`config.mk`:
```
export PLATFORM = sky130hd
export DESIGN_NAME = mpi_interpolator
export DESIGN_NICKNAME = d
export VERILOG_FILES = /design/src/mpi_pkg.sv /design/src/mpi_interpolator.sv /design/src/mpi_profile_lerp.sv
export SDC_FILE = /design/constraint.sdc
export NUM_CORES = 2
export LEC_CHECK = 0
export BUFFER_PORTS_ARGS = -buffer_cell sky130_fd_sc_hd__buf_4
export CORE_MARGIN = 1
export CORE_UTILIZATION = 35
export CTS_CLUSTER_SIZE = 20
export DETAILED_ROUTE_END_ITERATION = 12
export HOLD_SLACK_MARGIN = 0.12
export PLACE_DENSITY = 0.56
export SYNTH_ARGS = -nofsm -noshare
export SYNTH_HDL_FRONTEND = slang
export SYNTH_SLANG_ARGS = --single-unit
```
`constraint.sdc`:
```
create_clock -name clk_sys -period 11.9 [get_ports clk_sys]
set_input_delay 0.595 -clock clk_sys [delete_from_list [all_inputs] [get_ports clk_sys]]
set_output_delay 0.595 -clock clk_sys [all_outputs]
set_load 0.1 [all_outputs]
```
`src/mpi_pkg.sv`:
```
// package: register map, reset values and timing constants of the microstep interpolator
package mpi_pkg;

	// ----------------------------------------------------------------
	// register offsets (4-bit write/read port)
	// ----------------------------------------------------------------
	localparam logic [3:0] MPI_OFS_CTRL     = 4'h0;
	localparam logic [3:0] MPI_OFS_RUN      = 4'h1;
	localparam logic [3:0] MPI_OFS_HOLD     = 4'h2;
	localparam logic [3:0] MPI_OFS_STSL_DLY = 4'h3;
	localparam logic [3:0] MPI_OFS_BASE_RES = 4'h4;
	localparam logic [3:0] MPI_OFS_STATUS   = 4'h5;
	localparam logic [3:0] MPI_OFS_PT_FIRST = 4'h6;
	localparam logic [3:0] MPI_OFS_PT_LAST  = 4'hd;
	localparam logic [3:0] MPI_OFS_POS      = 4'he;

	// ----------------------------------------------------------------
	// control register field positions
	// ----------------------------------------------------------------
	localparam int MPI_CTRL_AUTO_EN   = 0;
	localparam int MPI_CTRL_LVL_LO    = 1;
	localparam int MPI_CTRL_STSL_EN   = 3;
	localparam int MPI_CTRL_CUSTOM_EN = 4;
	localparam int MPI_CTRL_VREF_INT  = 5;

	// ----------------------------------------------------------------
	// values after reset
	// ----------------------------------------------------------------
	localparam logic [7:0] MPI_RST_CTRL     = 8'h00;
	localparam logic [7:0] MPI_RST_RUN      = 8'hff;
	localparam logic [7:0] MPI_RST_HOLD     = 8'h80;
	localparam logic [5:0] MPI_RST_STSL_DLY = 6'h01;
	localparam logic [3:0] MPI_RST_BASE_RES = 4'h0;
	localparam logic [9:0] MPI_RST_POS      = 10'h080;
	localparam logic [7:0] MPI_RST_POINT    = 8'h00;

	// default sinusoidal points at 11.25 deg steps, used when custom is off
	localparam logic [7:0][7:0] MPI_SINE_PTS = {8'hff, 8'hfa, 8'hec, 8'hd4, 8'hb4, 8'h8e, 8'h62, 8'h32};

	// ----------------------------------------------------------------
	// geometry and timing
	// ----------------------------------------------------------------
	localparam int          MPI_MAX_BASE_RES = 8;
	localparam logic [9:0]  MPI_FULL_STEP    = 10'h100;
	localparam int          MPI_CLK_HZ       = 100000000;
	localparam int          MPI_CLK_NS       = 10;
	localparam int          MPI_STEP_MIN_HZ  = 10;
	localparam int          MPI_STEP_SAT_CYC = MPI_CLK_HZ / MPI_STEP_MIN_HZ;
	localparam int          MPI_MS_US        = 1000;
	localparam int          MPI_MS_CYC       = MPI_MS_US * (MPI_CLK_HZ / 1000000);
	localparam int          MPI_STSL_UNIT_MS = 16;
	localparam int          MPI_T_OFF_NS     = 20000;
	localparam logic [10:0] MPI_OFF_CYC      = 11'((MPI_T_OFF_NS + MPI_CLK_NS - 1) / MPI_CLK_NS);

endpackage

```
`src/mpi_interpolator.sv`:
```
// microstep interpolator: step timing, indexer, custom profile, current scaling, chopping
`timescale 1ns/1ns
`default_nettype none

module mpi_interpolator
	import mpi_pkg::*;
#(
	parameter int unsigned STEP_SAT_CYCLES = MPI_STEP_SAT_CYC,
	parameter int unsigned MS_CYCLES       = MPI_MS_CYC
)(
	input  wire logic       clk_sys,
	input  wire logic       arst_n,
	input  wire logic       step_pin,
	input  wire logic       dir_pin,
	input  wire logic       pin_mode,
	input  wire logic [1:0] coil_trip,
	input  wire logic       reg_wr_en,
	input  wire logic [3:0] reg_addr,
	input  wire logic [7:0] reg_wdata,
	output logic      [7:0] reg_rdata,
	output logic      [7:0] coil_a_ref,
	output logic            coil_a_pos,
	output logic      [7:0] coil_b_ref,
	output logic            coil_b_pos,
	output logic      [1:0] bridge_drive,
	output logic            vref_int_sel,
	output logic            standstill
);

	// ----------------------------------------------------------------
	// state
	// ----------------------------------------------------------------
	typedef struct packed {
		logic             step_s1;
		logic             step_s2;
		logic             step_prev;
		logic             dir_s1;
		logic             dir_s2;
		logic [1:0]       trip_s1;
		logic [1:0]       trip_s2;
		logic [7:0]       ctrl;
		logic [7:0]       run;
		logic [7:0]       hold;
		logic [5:0]       dly;
		logic [3:0]       base_res;
		logic [7:0][7:0]  pts;
		logic [7:0][7:0]  shd;
		logic             shd_pend;
		logic [9:0]       pos;
		logic [9:0]       tgt;
		logic [23:0]      ivl_cnt;
		logic [23:0]      sub_per;
		logic [23:0]      sub_cnt;
		logic [8:0]       remain;
		logic             dir_lat;
		logic [16:0]      ms_cnt;
		logic [9:0]       still_ms;
		logic             stsl;
		logic [1:0]       drive;
		logic [1:0][10:0] off_cnt;
		logic [7:0]       rdata;
		logic [7:0]       a_ref;
		logic [7:0]       b_ref;
		logic             a_pos;
		logic             b_pos;
	} mpi_state_t;

	mpi_state_t st_ff;
	mpi_state_t nxt_st;

	// ----------------------------------------------------------------
	// profile lookups, one per coil
	// ----------------------------------------------------------------
	logic [7:0][7:0] prof_pts;
	logic [7:0]      a_idx;
	logic [7:0]      b_idx;
	logic [7:0]      a_mag;
	logic [7:0]      b_mag;

	// custom points only once latched into the shadow copy;
	// both coils read the same point set, so a shadow update reaches them in one cycle
	assign prof_pts = st_ff.ctrl[MPI_CTRL_CUSTOM_EN] ? st_ff.shd : MPI_SINE_PTS;
	// odd quadrants run the quarter wave backwards; coil b is the complement
	assign a_idx    = st_ff.pos[8] ? ~st_ff.pos[7:0] : st_ff.pos[7:0];
	assign b_idx    = ~a_idx;

	mpi_profile_lerp u_lerp_a (
		.pts (prof_pts),
		.idx (a_idx),
		.mag (a_mag)
	);

	mpi_profile_lerp u_lerp_b (
		.pts (prof_pts),
		.idx (b_idx),
		.mag (b_mag)
	);

	// ----------------------------------------------------------------
	// next-state logic
	// ----------------------------------------------------------------
	logic        step_edge;
	logic        auto_en;
	logic [1:0]  lvl;
	logic [3:0]  res_c;
	logic [3:0]  base_log;
	logic [3:0]  shift;
	logic [9:0]  inc;
	logic [9:0]  fine;
	logic [23:0] per;
	logic        ms_tick;
	logic        stopped;
	logic [7:0]  hold_eff;
	logic [7:0]  scale;
	logic [16:0] a_prod;
	logic [16:0] b_prod;
	logic [9:0]  dly_ms;

	always_comb begin
		nxt_st    = st_ff;
		auto_en   = st_ff.ctrl[MPI_CTRL_AUTO_EN];
		lvl       = st_ff.ctrl[MPI_CTRL_LVL_LO +: 2];
		res_c     = (st_ff.base_res > 4'(MPI_MAX_BASE_RES)) ? 4'(MPI_MAX_BASE_RES) : st_ff.base_res;
		inc       = MPI_FULL_STEP >> res_c;
		base_log  = 4'(MPI_MAX_BASE_RES) - res_c;
		// level read every edge, so it may change during motion
		shift     = (base_log > {2'b00, lvl}) ? (base_log - {2'b00, lvl}) : 4'h0;
		fine      = inc >> shift;
		per       = st_ff.ivl_cnt >> shift; // interval divided by ratio
		step_edge = st_ff.step_s2 & ~st_ff.step_prev;
		ms_tick   = (st_ff.ms_cnt == 17'(MS_CYCLES - 1));
		stopped   = (st_ff.remain == 9'h000) && (st_ff.still_ms != 10'h000);
		dly_ms    = 10'(st_ff.dly * 10'(MPI_STSL_UNIT_MS));
		hold_eff  = (st_ff.hold < st_ff.run) ? st_ff.hold : st_ff.run;
		scale     = 8'h00;
		a_prod    = 17'h0_0000;
		b_prod    = 17'h0_0000;

		// pin synchronisers; only the second stage feeds logic
		nxt_st.step_s1   = step_pin;
		nxt_st.step_s2   = st_ff.step_s1;
		nxt_st.step_prev = st_ff.step_s2;
		nxt_st.dir_s1    = dir_pin;
		nxt_st.dir_s2    = st_ff.dir_s1;
		nxt_st.trip_s1   = coil_trip;
		nxt_st.trip_s2   = st_ff.trip_s1;

		// register writes; unmapped offsets are ignored
		if (reg_wr_en) begin
			unique case (reg_addr)
				MPI_OFS_CTRL:     nxt_st.ctrl     = reg_wdata;
				MPI_OFS_RUN:      nxt_st.run      = reg_wdata;
				MPI_OFS_HOLD:     nxt_st.hold     = reg_wdata;
				MPI_OFS_STSL_DLY: nxt_st.dly      = reg_wdata[5:0];
				MPI_OFS_BASE_RES: nxt_st.base_res = reg_wdata[3:0];
				default: begin
					if (reg_addr >= MPI_OFS_PT_FIRST && reg_addr <= MPI_OFS_PT_LAST) begin
						nxt_st.pts[3'(reg_addr - MPI_OFS_PT_FIRST)] = reg_wdata;
						nxt_st.shd_pend = 1'b1;
					end
				end
			endcase
		end

		// register reads, one cycle late; unmapped reads give zero
		unique case (reg_addr)
			MPI_OFS_CTRL:     nxt_st.rdata = st_ff.ctrl;
			MPI_OFS_RUN:      nxt_st.rdata = st_ff.run;
			MPI_OFS_HOLD:     nxt_st.rdata = st_ff.hold;
			MPI_OFS_STSL_DLY: nxt_st.rdata = {2'b00, st_ff.dly};
			MPI_OFS_BASE_RES: nxt_st.rdata = {4'h0, st_ff.base_res};
			MPI_OFS_STATUS:   nxt_st.rdata = {4'h0, st_ff.pos[9:8], (st_ff.remain != 9'h000), st_ff.stsl};
			MPI_OFS_POS:      nxt_st.rdata = st_ff.pos[7:0];
			default: begin
				if (reg_addr >= MPI_OFS_PT_FIRST && reg_addr <= MPI_OFS_PT_LAST) begin
					nxt_st.rdata = st_ff.pts[3'(reg_addr - MPI_OFS_PT_FIRST)];
				end else begin
					nxt_st.rdata = 8'h00;
				end
			end
		endcase

		// shadow copy only at a full-step boundary or at rest, so a quadrant never mixes old and new
		if (st_ff.shd_pend && ((st_ff.pos[7:0] == 8'h00) || stopped)) begin
			nxt_st.shd      = st_ff.pts;
			nxt_st.shd_pend = 1'b0;
		end

		// step interval counter, saturating at the slowest legal rate;
		// a gap longer than that reads as the slowest rate, so a restart after a pause
		// creeps through its first interval instead of racing through it
		if (st_ff.ivl_cnt < 24'(STEP_SAT_CYCLES)) begin
			nxt_st.ivl_cnt = st_ff.ivl_cnt + 24'h00_0001;
		end

		// fine stepping inside an interval
		if (auto_en && st_ff.remain != 9'h000) begin
			if (st_ff.sub_cnt + 24'h00_0001 >= st_ff.sub_per) begin
				nxt_st.pos     = st_ff.dir_lat ? st_ff.pos + fine : st_ff.pos - fine;
				nxt_st.remain  = st_ff.remain - 9'h001;
				nxt_st.sub_cnt = 24'h00_0000;
			end else begin
				nxt_st.sub_cnt = st_ff.sub_cnt + 24'h00_0001;
			end
		end
		// when remain reaches zero the position simply stays until the next edge

		// leaving auto mode: keep the interpolated position as the counted one and step plainly
		if (!auto_en) begin
			nxt_st.remain = 9'h000;
			nxt_st.tgt    = st_ff.pos;
		end

		if (step_edge) begin
			nxt_st.ivl_cnt = 24'h00_0000;
			nxt_st.dir_lat = st_ff.dir_s2;
			if (auto_en) begin
				// unfinished interpolation jumps to the counted position
				nxt_st.pos     = st_ff.tgt;
				nxt_st.tgt     = st_ff.dir_s2 ? st_ff.tgt + inc : st_ff.tgt - inc;
				nxt_st.remain  = 9'(9'h001 << shift);
				// rate derived from the interval just measured
				nxt_st.sub_per = (per == 24'h00_0000) ? 24'h00_0001 : per;
				nxt_st.sub_cnt = 24'h00_0000;
			end else begin
				nxt_st.pos = st_ff.dir_s2 ? st_ff.pos + inc : st_ff.pos - inc;
				nxt_st.tgt = nxt_st.pos;
			end
		end

		// millisecond enable and time since the last edge
		nxt_st.ms_cnt = ms_tick ? 17'h0_0000 : st_ff.ms_cnt + 17'h0_0001;
		if (step_edge) begin
			nxt_st.still_ms = 10'h000;
		end else if (ms_tick && st_ff.still_ms != 10'h3ff) begin
			nxt_st.still_ms = st_ff.still_ms + 10'h001;
		end

		// standstill saving: delay zero is reserved and never enters;
		// a step edge wins over a set in the same cycle, so a late pulse never leaves hold level on
		if (step_edge || !st_ff.ctrl[MPI_CTRL_STSL_EN]) begin
			nxt_st.stsl = 1'b0;
		end else if (st_ff.remain == 9'h000 && st_ff.dly != 6'h00 && st_ff.still_ms >= dly_ms) begin
			nxt_st.stsl = 1'b1;
		end

		// reference scaling; pin mode follows the external reference alone;
		// the hold level is capped at the run level, so entering standstill never raises the current
		if (pin_mode) begin
			scale = 8'hff;
		end else if (st_ff.stsl) begin
			scale = hold_eff;
		end else begin
			scale = st_ff.run;
		end
		// code n gives (n+1)/256 of full scale
		a_prod        = 17'(a_mag * ({1'b0, scale} + 9'h001));
		b_prod        = 17'(b_mag * ({1'b0, scale} + 9'h001));
		nxt_st.a_ref  = a_prod[15:8];
		nxt_st.b_ref  = b_prod[15:8];
		nxt_st.a_pos  = ~st_ff.pos[9];
		nxt_st.b_pos  = (st_ff.pos[9:8] == 2'b00) || (st_ff.pos[9:8] == 2'b11);

		// per-coil chopping: trip ends the drive phase for a fixed off time;
		// the trip is a level, so one still high when the off time ends cuts the next drive phase
		// short after the two synchroniser stages
		for (int k = 0; k < 2; k++) begin
			if (st_ff.drive[k]) begin
				if (st_ff.trip_s2[k]) begin
					nxt_st.drive[k]   = 1'b0;
					nxt_st.off_cnt[k] = MPI_OFF_CYC;
				end
			end else if (st_ff.off_cnt[k] <= 11'h001) begin
				nxt_st.drive[k]   = 1'b1;
				nxt_st.off_cnt[k] = 11'h000;
			end else begin
				nxt_st.off_cnt[k] = st_ff.off_cnt[k] - 11'h001;
			end
		end
	end

	// ----------------------------------------------------------------
	// state register
	// ----------------------------------------------------------------
	// bridges start in drive so regulation runs from the first cycle, and the step
	// edge detector starts low like the idle pin, so release never shows a false step
	always_ff @(posedge clk_sys or negedge arst_n) begin
		if (!arst_n) begin
			st_ff          <= '0;
			st_ff.ctrl     <= MPI_RST_CTRL;
			st_ff.run      <= MPI_RST_RUN;
			st_ff.hold     <= MPI_RST_HOLD;
			st_ff.dly      <= MPI_RST_STSL_DLY;
			st_ff.base_res <= MPI_RST_BASE_RES;
			st_ff.pos      <= MPI_RST_POS;
			st_ff.tgt      <= MPI_RST_POS;
			st_ff.drive    <= 2'b11;
			st_ff.sub_per  <= 24'h00_0001;
		end else begin
			st_ff <= nxt_st;
		end
	end

	// ----------------------------------------------------------------
	// outputs
	// ----------------------------------------------------------------
	assign reg_rdata    = st_ff.rdata;
	assign coil_a_ref   = st_ff.a_ref;
	assign coil_a_pos   = st_ff.a_pos;
	assign coil_b_ref   = st_ff.b_ref;
	assign coil_b_pos   = st_ff.b_pos;
	assign bridge_drive = st_ff.drive;
	// pin mode has no register path, so the pin reference always wins there
	assign vref_int_sel = st_ff.ctrl[MPI_CTRL_VREF_INT] & ~pin_mode;
	assign standstill   = st_ff.stsl;

endmodule

`default_nettype wire

```
`src/mpi_profile_lerp.sv`:
```
// piecewise-linear expansion of nine quarter-wave points into 256 positions
`timescale 1ns/1ns
`default_nettype none

module mpi_profile_lerp
	import mpi_pkg::*;
(
	input  wire logic [7:0][7:0] pts,
	input  wire logic [7:0]      idx,
	output logic      [7:0]      mag
);

	logic        [8:0]  t_ext;
	logic        [3:0]  seg;
	logic        [4:0]  frac;
	logic        [7:0]  lo;
	logic        [7:0]  hi;
	logic signed [8:0]  diff;
	logic signed [14:0] prod;
	logic        [14:0] sum;

	// ----------------------------------------------------------------
	// interpolation
	// ----------------------------------------------------------------
	// stretch 0..255 onto 0..256 so the last index lands on the 90 deg point
	always_comb begin
		t_ext = {1'b0, idx} + {8'h00, idx[7]};
		seg   = t_ext[8:5];
		frac  = t_ext[4:0];
		lo    = (seg == 4'h0) ? 8'h00 : pts[3'(seg - 4'h1)]; // point at 0 deg is zero
		hi    = (seg == 4'h8) ? pts[7] : pts[seg[2:0]];
		diff  = $signed({1'b0, hi}) - $signed({1'b0, lo});
		prod  = 15'(diff * $signed({1'b0, frac}));
		sum   = {2'b00, lo, 5'b0_0000} + 15'(prod); // linear between neighbours
		mag   = (seg == 4'h8) ? pts[7] : sum[12:5];
	end

endmodule

`default_nettype wire

```
# Word level (Yosys, flattened, before mapping)
# Index checks and enable logic that the tools add are counted.
# W data, S select, Z words.
# op_classes
n_addsub,25
n_mul,4
div_mod_pow,0
order_cmp,16
n_eq_ne,15
n_shift,4
mux,64
bitwise,8
n_reduce_logical,39
# ops
cell,n
$mux W8,17
$bmux W8 S3,5
$mux W102,1
$mux W10,8
$mux W24,3
$mux W11,6
$bwmux W64,1
$mux W64,1
$mux W57,1
$pmux W8 S7,1
$add A24 B1 Y24 const B,2
$mux W33,1
$add A10 B10 Y10,3
$sub A10 B10 Y10,3
$add A13 B13 Y13,2
$mul A9 B6 Y13,2
$demux W8 S3,1
$ge A24 B24 Y1,1
$logic_not A24 Y1,1
$lt A24 B24 Y1 const B,1
$shr A24 B4 Y24,1
$le A11 B1 Y1 const B,2
$sub A11 B1 Y11 const B,2
$lt A3 B4 Y1 const B,5
other kinds (52),104
# word_totals
reg_bits,352
latchBits,0
mem_bits_rw,0
rom_bits,0
input_bits,20
mem_count,0

# Logic depth before layout (Yosys ltp)
# depth
ltp_word,13
ltp_mapped,56
ltp_nobuf,53

# By module
# From an unflattened synthesis, not the netlist that was laid out.
# unflattened
cells_unflattened,3376
area_unflattened_um2,32237.2
# by_module_without_submodules
module,n_inst,cells_per_inst,area_per_inst_um2,seq_area_each_um2
mpi_interpolator,1,2605,25424.4,8827.2
mpi_profile_lerp (u_lerp_a),1,391,3410.8,0.0
mpi_profile_lerp (u_lerp_b),1,380,3402.0,0.0

# Least setup slack after synthesis
# Ideal clock, no wire load.
# synth_path
path_kind,reg2reg
from,reg st_ff[173] in the netlist's numbering
to,reg st_ff (netlist bit coil_a_ref[7])
setup_time_ns,0.080
arrival_time_ns,12.151
t_required_ns,11.820
slack_ns,-0.330
stages_incl_launch_ff,48
synth_period_minus_slack_ns,12.230
cell_sequence,dfrtp_1 -> or4_4 -> o21ai_0 -> a211o_1 -> clkbuf_1 -> buf_2 -> buf_1 -> a211oi_1 -> o32ai_1 -> ha_1 -> inv_1 -> fa_1 -> a21o_1 -> a211oi_1 -> nor2_1 -> o41a_1 -> nor2_1 -> fa_1 -> (+12 left out) -> a21o_1 -> nand2_1 -> fa_1 -> fa_1 -> inv_1 -> fa_1 -> inv_1 -> fa_1 -> inv_1 -> ha_1 -> nand4_1 -> a2111oi_0 -> a311oi_1 -> o2111a_1 -> nor2_1 -> o221a_1 -> nor2_1 -> xnor2_1
# synth_between
elab_chain_cells,12
word_cells_on_any_way,17
# synth_rtl
item,line,source
"start, declared",mpi_interpolator.sv:68,mpi_state_t st_ff;
"start signal, assigned",mpi_interpolator.sv:300,st_ff <= nxt_st;
$not A8 Y8,mpi_interpolator.sv:84,assign a_idx = st_ff.pos[8] ? ~st_ff.pos[7:0] : st_ff.pos[7:0];
$mux W8 (*),mpi_interpolator.sv:84,
$add A8 B1 Y9 (*),mpi_profile_lerp.sv:27,"t_ext = {1'b0, idx} + {8'h00, idx[7]};"
$sub A3 B1 Y3,mpi_profile_lerp.sv:30,lo = (seg == 4'h0) ? 8'h00 : pts[3'(seg - 4'h1)];
$bmux W8 S3,mpi_profile_lerp.sv:30,
$mux W8 (not written as such),mpi_profile_lerp.sv:30,
$mux W8,mpi_profile_lerp.sv:30,
$sub A8 B8 Y9,mpi_profile_lerp.sv:32,"diff = $signed({1'b0, hi}) - $signed({1'b0, lo});"
$mul A9 B6 Y13,mpi_profile_lerp.sv:33,"prod = 15'(diff * $signed({1'b0, frac}));"
$add A13 B13 Y13,mpi_profile_lerp.sv:34,"sum = {2'b00, lo, 5'b0_0000} + 15'(prod);"
$mux W8 (*),mpi_profile_lerp.sv:35,mag = (seg == 4'h8) ? pts[7] : sum[12:5];
$mul A8 B17 Y16 (*),mpi_interpolator.sv:257,"a_prod = 17'(a_mag * ({1'b0, scale} + 9'h001));"
named net a_prod[15],mpi_interpolator.sv:115,logic [16:0] a_prod;
# The timed path passes the listed nets; every way through them passes the cells marked *. The select of a mux whose other input is x is not followed.
# A chain may end at the register's enable or synchronous reset.

# Worst setup path after layout
# layout_path
from,reg st_ff[174] in the netlist's numbering
to,reg st_ff (netlist bit coil_a_ref[7])
# The elaborated chain is that of the path after synthesis.

==> impl_results.html <==
<table>
<tr><th>Metric</th><th>Value</th></tr>
<tr><th colspan="2">Outcome</th></tr>
<tr><td>Result of the run</td><td>finished clean</td></tr>
<tr><th colspan="2">Synth</th></tr>
<tr><td>Top flip-flop cell by instance count after synthesis</td><td>sky130_fd_sc_hd__dfrtp_1</td></tr>
<tr><td>Post-synth EDFFs</td><td>0</td></tr>
<tr><td>Combined area of all synthesized cells</td><td>0.03189 mm2</td></tr>
<tr><td>Post-synthesis average cell area</td><td>8.909 um2</td></tr>
<tr><td>Sequential element share of the synthesized area</td><td>27.68%</td></tr>
<tr><td>Gate count of the mapped netlist</td><td>3,579</td></tr>
<tr><td>Number of register bits inferred by synthesis</td><td>352</td></tr>
<tr><td>Warning count from the yosys run</td><td>0</td></tr>
<tr><td>Proportion of register bits with asynchronous set or reset after synthesis</td><td>100.0%</td></tr>
<tr><td>Number of different library cells in the post-synthesis netlist</td><td>107</td></tr>
<tr><td>Net count of the mapped netlist</td><td>3,955</td></tr>
<tr><th colspan="2">STA</th></tr>
<tr><td>Transition at the pin with the smallest max-transition slack</td><td>~1.2 ns</td></tr>
<tr><td>Final number of hold-violating endpoints</td><td>0</td></tr>
<tr><td>Final critical-path share of the clock period</td><td>98.97%</td></tr>
<tr><td>Min Tclk post-route</td><td>between 10 and 15 ns</td></tr>
<tr><td>Upper clock frequency limit</td><td>84.91 MHz</td></tr>
<tr><td>Setup violators final</td><td>0</td></tr>
<tr><td>Final Max Tran Viols</td><td>0</td></tr>
<tr><td>Max Clock Skew</td><td>0.04733 ns</td></tr>
<tr><td>Worst Hold Margin</td><td>0.3487 ns</td></tr>
<tr><td>Setup repair after global routing missed its margin</td><td>true</td></tr>
<tr><td>Worst rel slew slack</td><td>19.04%</td></tr>
<tr><th colspan="2">Setup path</th></tr>
<tr><td>CP Data Required Time</td><td>12.35 ns</td></tr>
<tr><td>Maximum single-stage delay on the critical path</td><td>around 0.62 ns</td></tr>
<tr><td>Launching element type of the critical path</td><td>register</td></tr>
<tr><td>Max Fanout on Critical Path</td><td>24</td></tr>
<tr><td>Cell mode on critical path</td><td>sky130_fd_sc_hd__fa_1</td></tr>
<tr><td>Data arrival time of the critical path</td><td>between 10 and 15 ns</td></tr>
<tr><td>WS Path Type</td><td>reg2reg</td></tr>
<tr><td>Cell with the largest stage delay on the worst path</td><td>sky130_fd_sc_hd__fa_1</td></tr>
<tr><td>Crit. End Element</td><td>register</td></tr>
<tr><th colspan="2">Place</th></tr>
<tr><td>Port buffer count</td><td>between 40 and 50</td></tr>
<tr><td>Cell Area, Placed</td><td>between 0.03 and 0.04 mm2</td></tr>
<tr><td>Placer's final routability congestion estimate</td><td>0.9404</td></tr>
<tr><td>Placed wire-length estimate after detailed placement</td><td>73,100 um</td></tr>
<tr><th colspan="2">Floorplanning</th></tr>
<tr><td>Number of rows created at floorplan</td><td>110</td></tr>
<tr><td>Total I/O pin count</td><td>50</td></tr>
<tr><td>Die outline width</td><td>303.8 um</td></tr>
<tr><td>Die Y</td><td>303.8 um</td></tr>
<tr><td>Die footprint</td><td>0.09231 mm2</td></tr>
<tr><td>Effective utilization at floorplan</td><td>35.37%</td></tr>
<tr><td>Total core area</td><td>0.09015 mm2</td></tr>
<tr><th colspan="2">Global route</th></tr>
<tr><td>Total congestion overflow after global routing</td><td>0</td></tr>
<tr><td>Antenna violations before repair</td><td>3</td></tr>
<tr><td>Largest net degree at the start of global routing</td><td>155</td></tr>
<tr><td>Tot GR Track Use</td><td>20.49%</td></tr>
<tr><td>Global-route wire length before repair</td><td>151,500 um</td></tr>
<tr><td>Number of global-route vias before repair</td><td>approximately 26,000</td></tr>
<tr><th colspan="2">Clock tree</th></tr>
<tr><td>Buffer levels on the longest clock path</td><td>3</td></tr>
<tr><td>Clock tree from TritonCTS</td><td>built</td></tr>
<tr><td>Worst skew pair latency</td><td>roughly 0.62 ns</td></tr>
<tr><td>Post-CTS clock slew at the launch and capture registers of the worst setup and hold paths</td><td>approximately 0.060 ns</td></tr>
<tr><td>Deepest level of the CTS H-tree</td><td>2</td></tr>
<tr><td>Total CTS buffers</td><td>44</td></tr>
<tr><td>Number of clock sinks seen by CTS</td><td>352</td></tr>
<tr><td>Master cell of the clock root buffer</td><td>sky130_fd_sc_hd__clkbuf_16</td></tr>
<tr><th colspan="2">Routing</th></tr>
<tr><td>DRT iter0 DRCs</td><td>between 2,000 and 2,500</td></tr>
<tr><td>DR WL/cell</td><td>18.95 um</td></tr>
<tr><td>Average vias per placed instance</td><td>5.375</td></tr>
<tr><td>Routed Antenna Nets</td><td>0</td></tr>
<tr><td>1st-pass router iterations</td><td>6</td></tr>
<tr><td>Vias post-DR</td><td>27,203</td></tr>
<tr><td>Post-detailed-routing wire length</td><td>95,900 um</td></tr>
<tr><td>Residual DRC</td><td>0</td></tr>
<tr><th colspan="2">Finish</th></tr>
<tr><td>Area growth from synthesis to layout</td><td>20.73%</td></tr>
<tr><td>Commonest cells after routing, fill and taps aside</td><td>sky130_fd_sc_hd__buf_4 (366), sky130_fd_sc_hd__nor2_1 (349), sky130_fd_sc_hd__nand2_1 (340)</td></tr>
<tr><td>Layout Cell Area excl Fill</td><td>0.03850 mm2</td></tr>
<tr><td>Nets</td><td>approximately 4,200</td></tr>
<tr><td>Most common cell after layout, fill and taps aside</td><td>sky130_fd_sc_hd__buf_4</td></tr>
<tr><td>Fillcell total</td><td>8,818</td></tr>
<tr><td>Share of layout cells above drive strength 1</td><td>a little under a quarter</td></tr>
<tr><th colspan="2">Hold path</th></tr>
<tr><td>Min-delay worst type</td><td>in2reg</td></tr>
<tr><th colspan="2">Run</th></tr>
<tr><td># Max-Cap Violations</td><td>0</td></tr>
</table>
[flip-flops by register name (all words and copies together), names as in the netlist, named ones only]
register / cells
st_ff: 291
coil_a_ref: 8
coil_b_ref: 8
reg_rdata: 8
nxt_st: 5
bridge_drive: 2
lvl: 2
auto_en: 1
coil_a_pos: 1
coil_b_pos: 1
standstill: 1
[what timing repair did]
| action | 4_1_cts | 5_1_grt |
|---|---|---|
| cloned | 1 | 4 |
| pin swaps | 29 | 108 |
| hold endpoints to repair | 100 | 0 |
| setup buffers | 24 | 33 |
| setup endpoints to repair | 13 | 16 |
| hold buffers | 5 | 0 |
| gates resized for setup | 56 | 149 |
[path summary, 6_finish.rpt]
| check | from | endpoint | slack [ns] | depth (start not counted) |
|---|---|---|---|---|
| worst max-delay path | st_ff[174] | coil_a_ref[7] | 0.12 | 53 |
| worst min-delay path | reg_wdata[4] | st_ff[317] | 0.35 | 3 |
| worst max register to register | st_ff[174] | coil_a_ref[7] | 0.12 | 53 |
| worst min register to register | nxt_st[344] | st_ff[344] | 0.35 | 0 |
| max in group asynchronous | arst_n | async pin | 9.33 | 4 |
| min in group asynchronous | arst_n | coil_b_ref[0] | 0.66 | 2 |
[worst max-delay path, delay by kind of cell (launching register included)]
kind	cells	cell delay (ns)
buffers and inverters	17	1.63
XOR/XNOR	4	0.62
AO/OA/AOI/OAI	8	1.64
adder cells (fa/ha/maj)	11	5.00
AND/OR/NAND/NOR	13	2.22
flip-flops	1	0.43
[logic make-up (layout without fill, tap and decap cells)]
family	Yosys count	count (layout)	share of synthesized area, %
AND/OR/NAND/NOR	1158	1158	17.13
flip-flops	352	352	27.68
other	0	1	0
AO/OA/AOI/OAI	714	714	14.86
buffers and inverters	532	837	6.734
XOR/XNOR	194	194	5.329
adder cells (fa/ha/maj)	357	357	17.53
multiplexers	272	272	10.73
[per-layer routing]
metal  vias to the layer above  wire length, um  track usage, %  share of wire, %
met5                         -                0               0                 0
met2                       747            44730           33.29                47
met4                         0             2032           5.064               2.1
met3                       123             4963           2.500               5.2
li1                      12967                -               -                 -
met1                     13366            44180           28.89                46
[cells in the mapped netlist, types with 38 or more instances]
library cell	count	area share [%]
sky130_fd_sc_hd__ha_1	206	8.1
sky130_fd_sc_hd__nor3_1	60	0.94
sky130_fd_sc_hd__mux4_2	39	2.8
sky130_fd_sc_hd__and2_1	38	0.75
sky130_fd_sc_hd__nand2b_1	65	1.3
sky130_fd_sc_hd__nand3_1	83	1.3
sky130_fd_sc_hd__clkbuf_1	122	1.4
sky130_fd_sc_hd__xor2_1	71	2.0
sky130_fd_sc_hd__nor2_1	364	4.3
sky130_fd_sc_hd__dfrtp_1	337	26
sky130_fd_sc_hd__xnor2_1	123	3.4
sky130_fd_sc_hd__a21oi_1	164	2.6
sky130_fd_sc_hd__o21ai_0	160	2.5
sky130_fd_sc_hd__mux2_2	161	5.7
sky130_fd_sc_hd__o211ai_1	40	0.94
sky130_fd_sc_hd__nand2_1	345	4.1
sky130_fd_sc_hd__fa_1	150	9.4
sky130_fd_sc_hd__mux2i_1	64	2.0
sky130_fd_sc_hd__inv_1	340	4.0
[through the flow]
| step | util [%] | cells | TNS, ns | setup slack, ns |
|---|---|---|---|---|
| 6_report | 42.70 | 5061 | 0 | 0.1228 |
| 4_1_cts | 41.59 | 5023 | -0.002482 | -0.002482 |
| 3_3_place_gp | 39.16 | 4912 | -0.9573 | -0.1873 |
| 2_1_floorplan | - | 3579 | -0.001355 | -0.001355 |
| 5_1_grt | 42.70 | 5061 | -2.013 | -0.3765 |
| 3_5_place_dp | 39.16 | 4912 | -1.929 | -0.3083 |
[layout make-up]
cell class	count	area, um2	area share (%)
Multi-Input combinational cell	2695	21800	56.62
Sequential cell	352	8833	22.95
Timing Repair Buffer	412	3425	8.896
Tap cell	1176	1471	3.822
Inverter	343	1287	3.344
Clock buffer	54	1189	3.088
Clock inverter	28	493.0	1.281
Antenna cell	1	2.502	0.006500
Power is not shown: default switching activity piles up to over one toggle a cycle in this logic, so the estimate is an artifact.
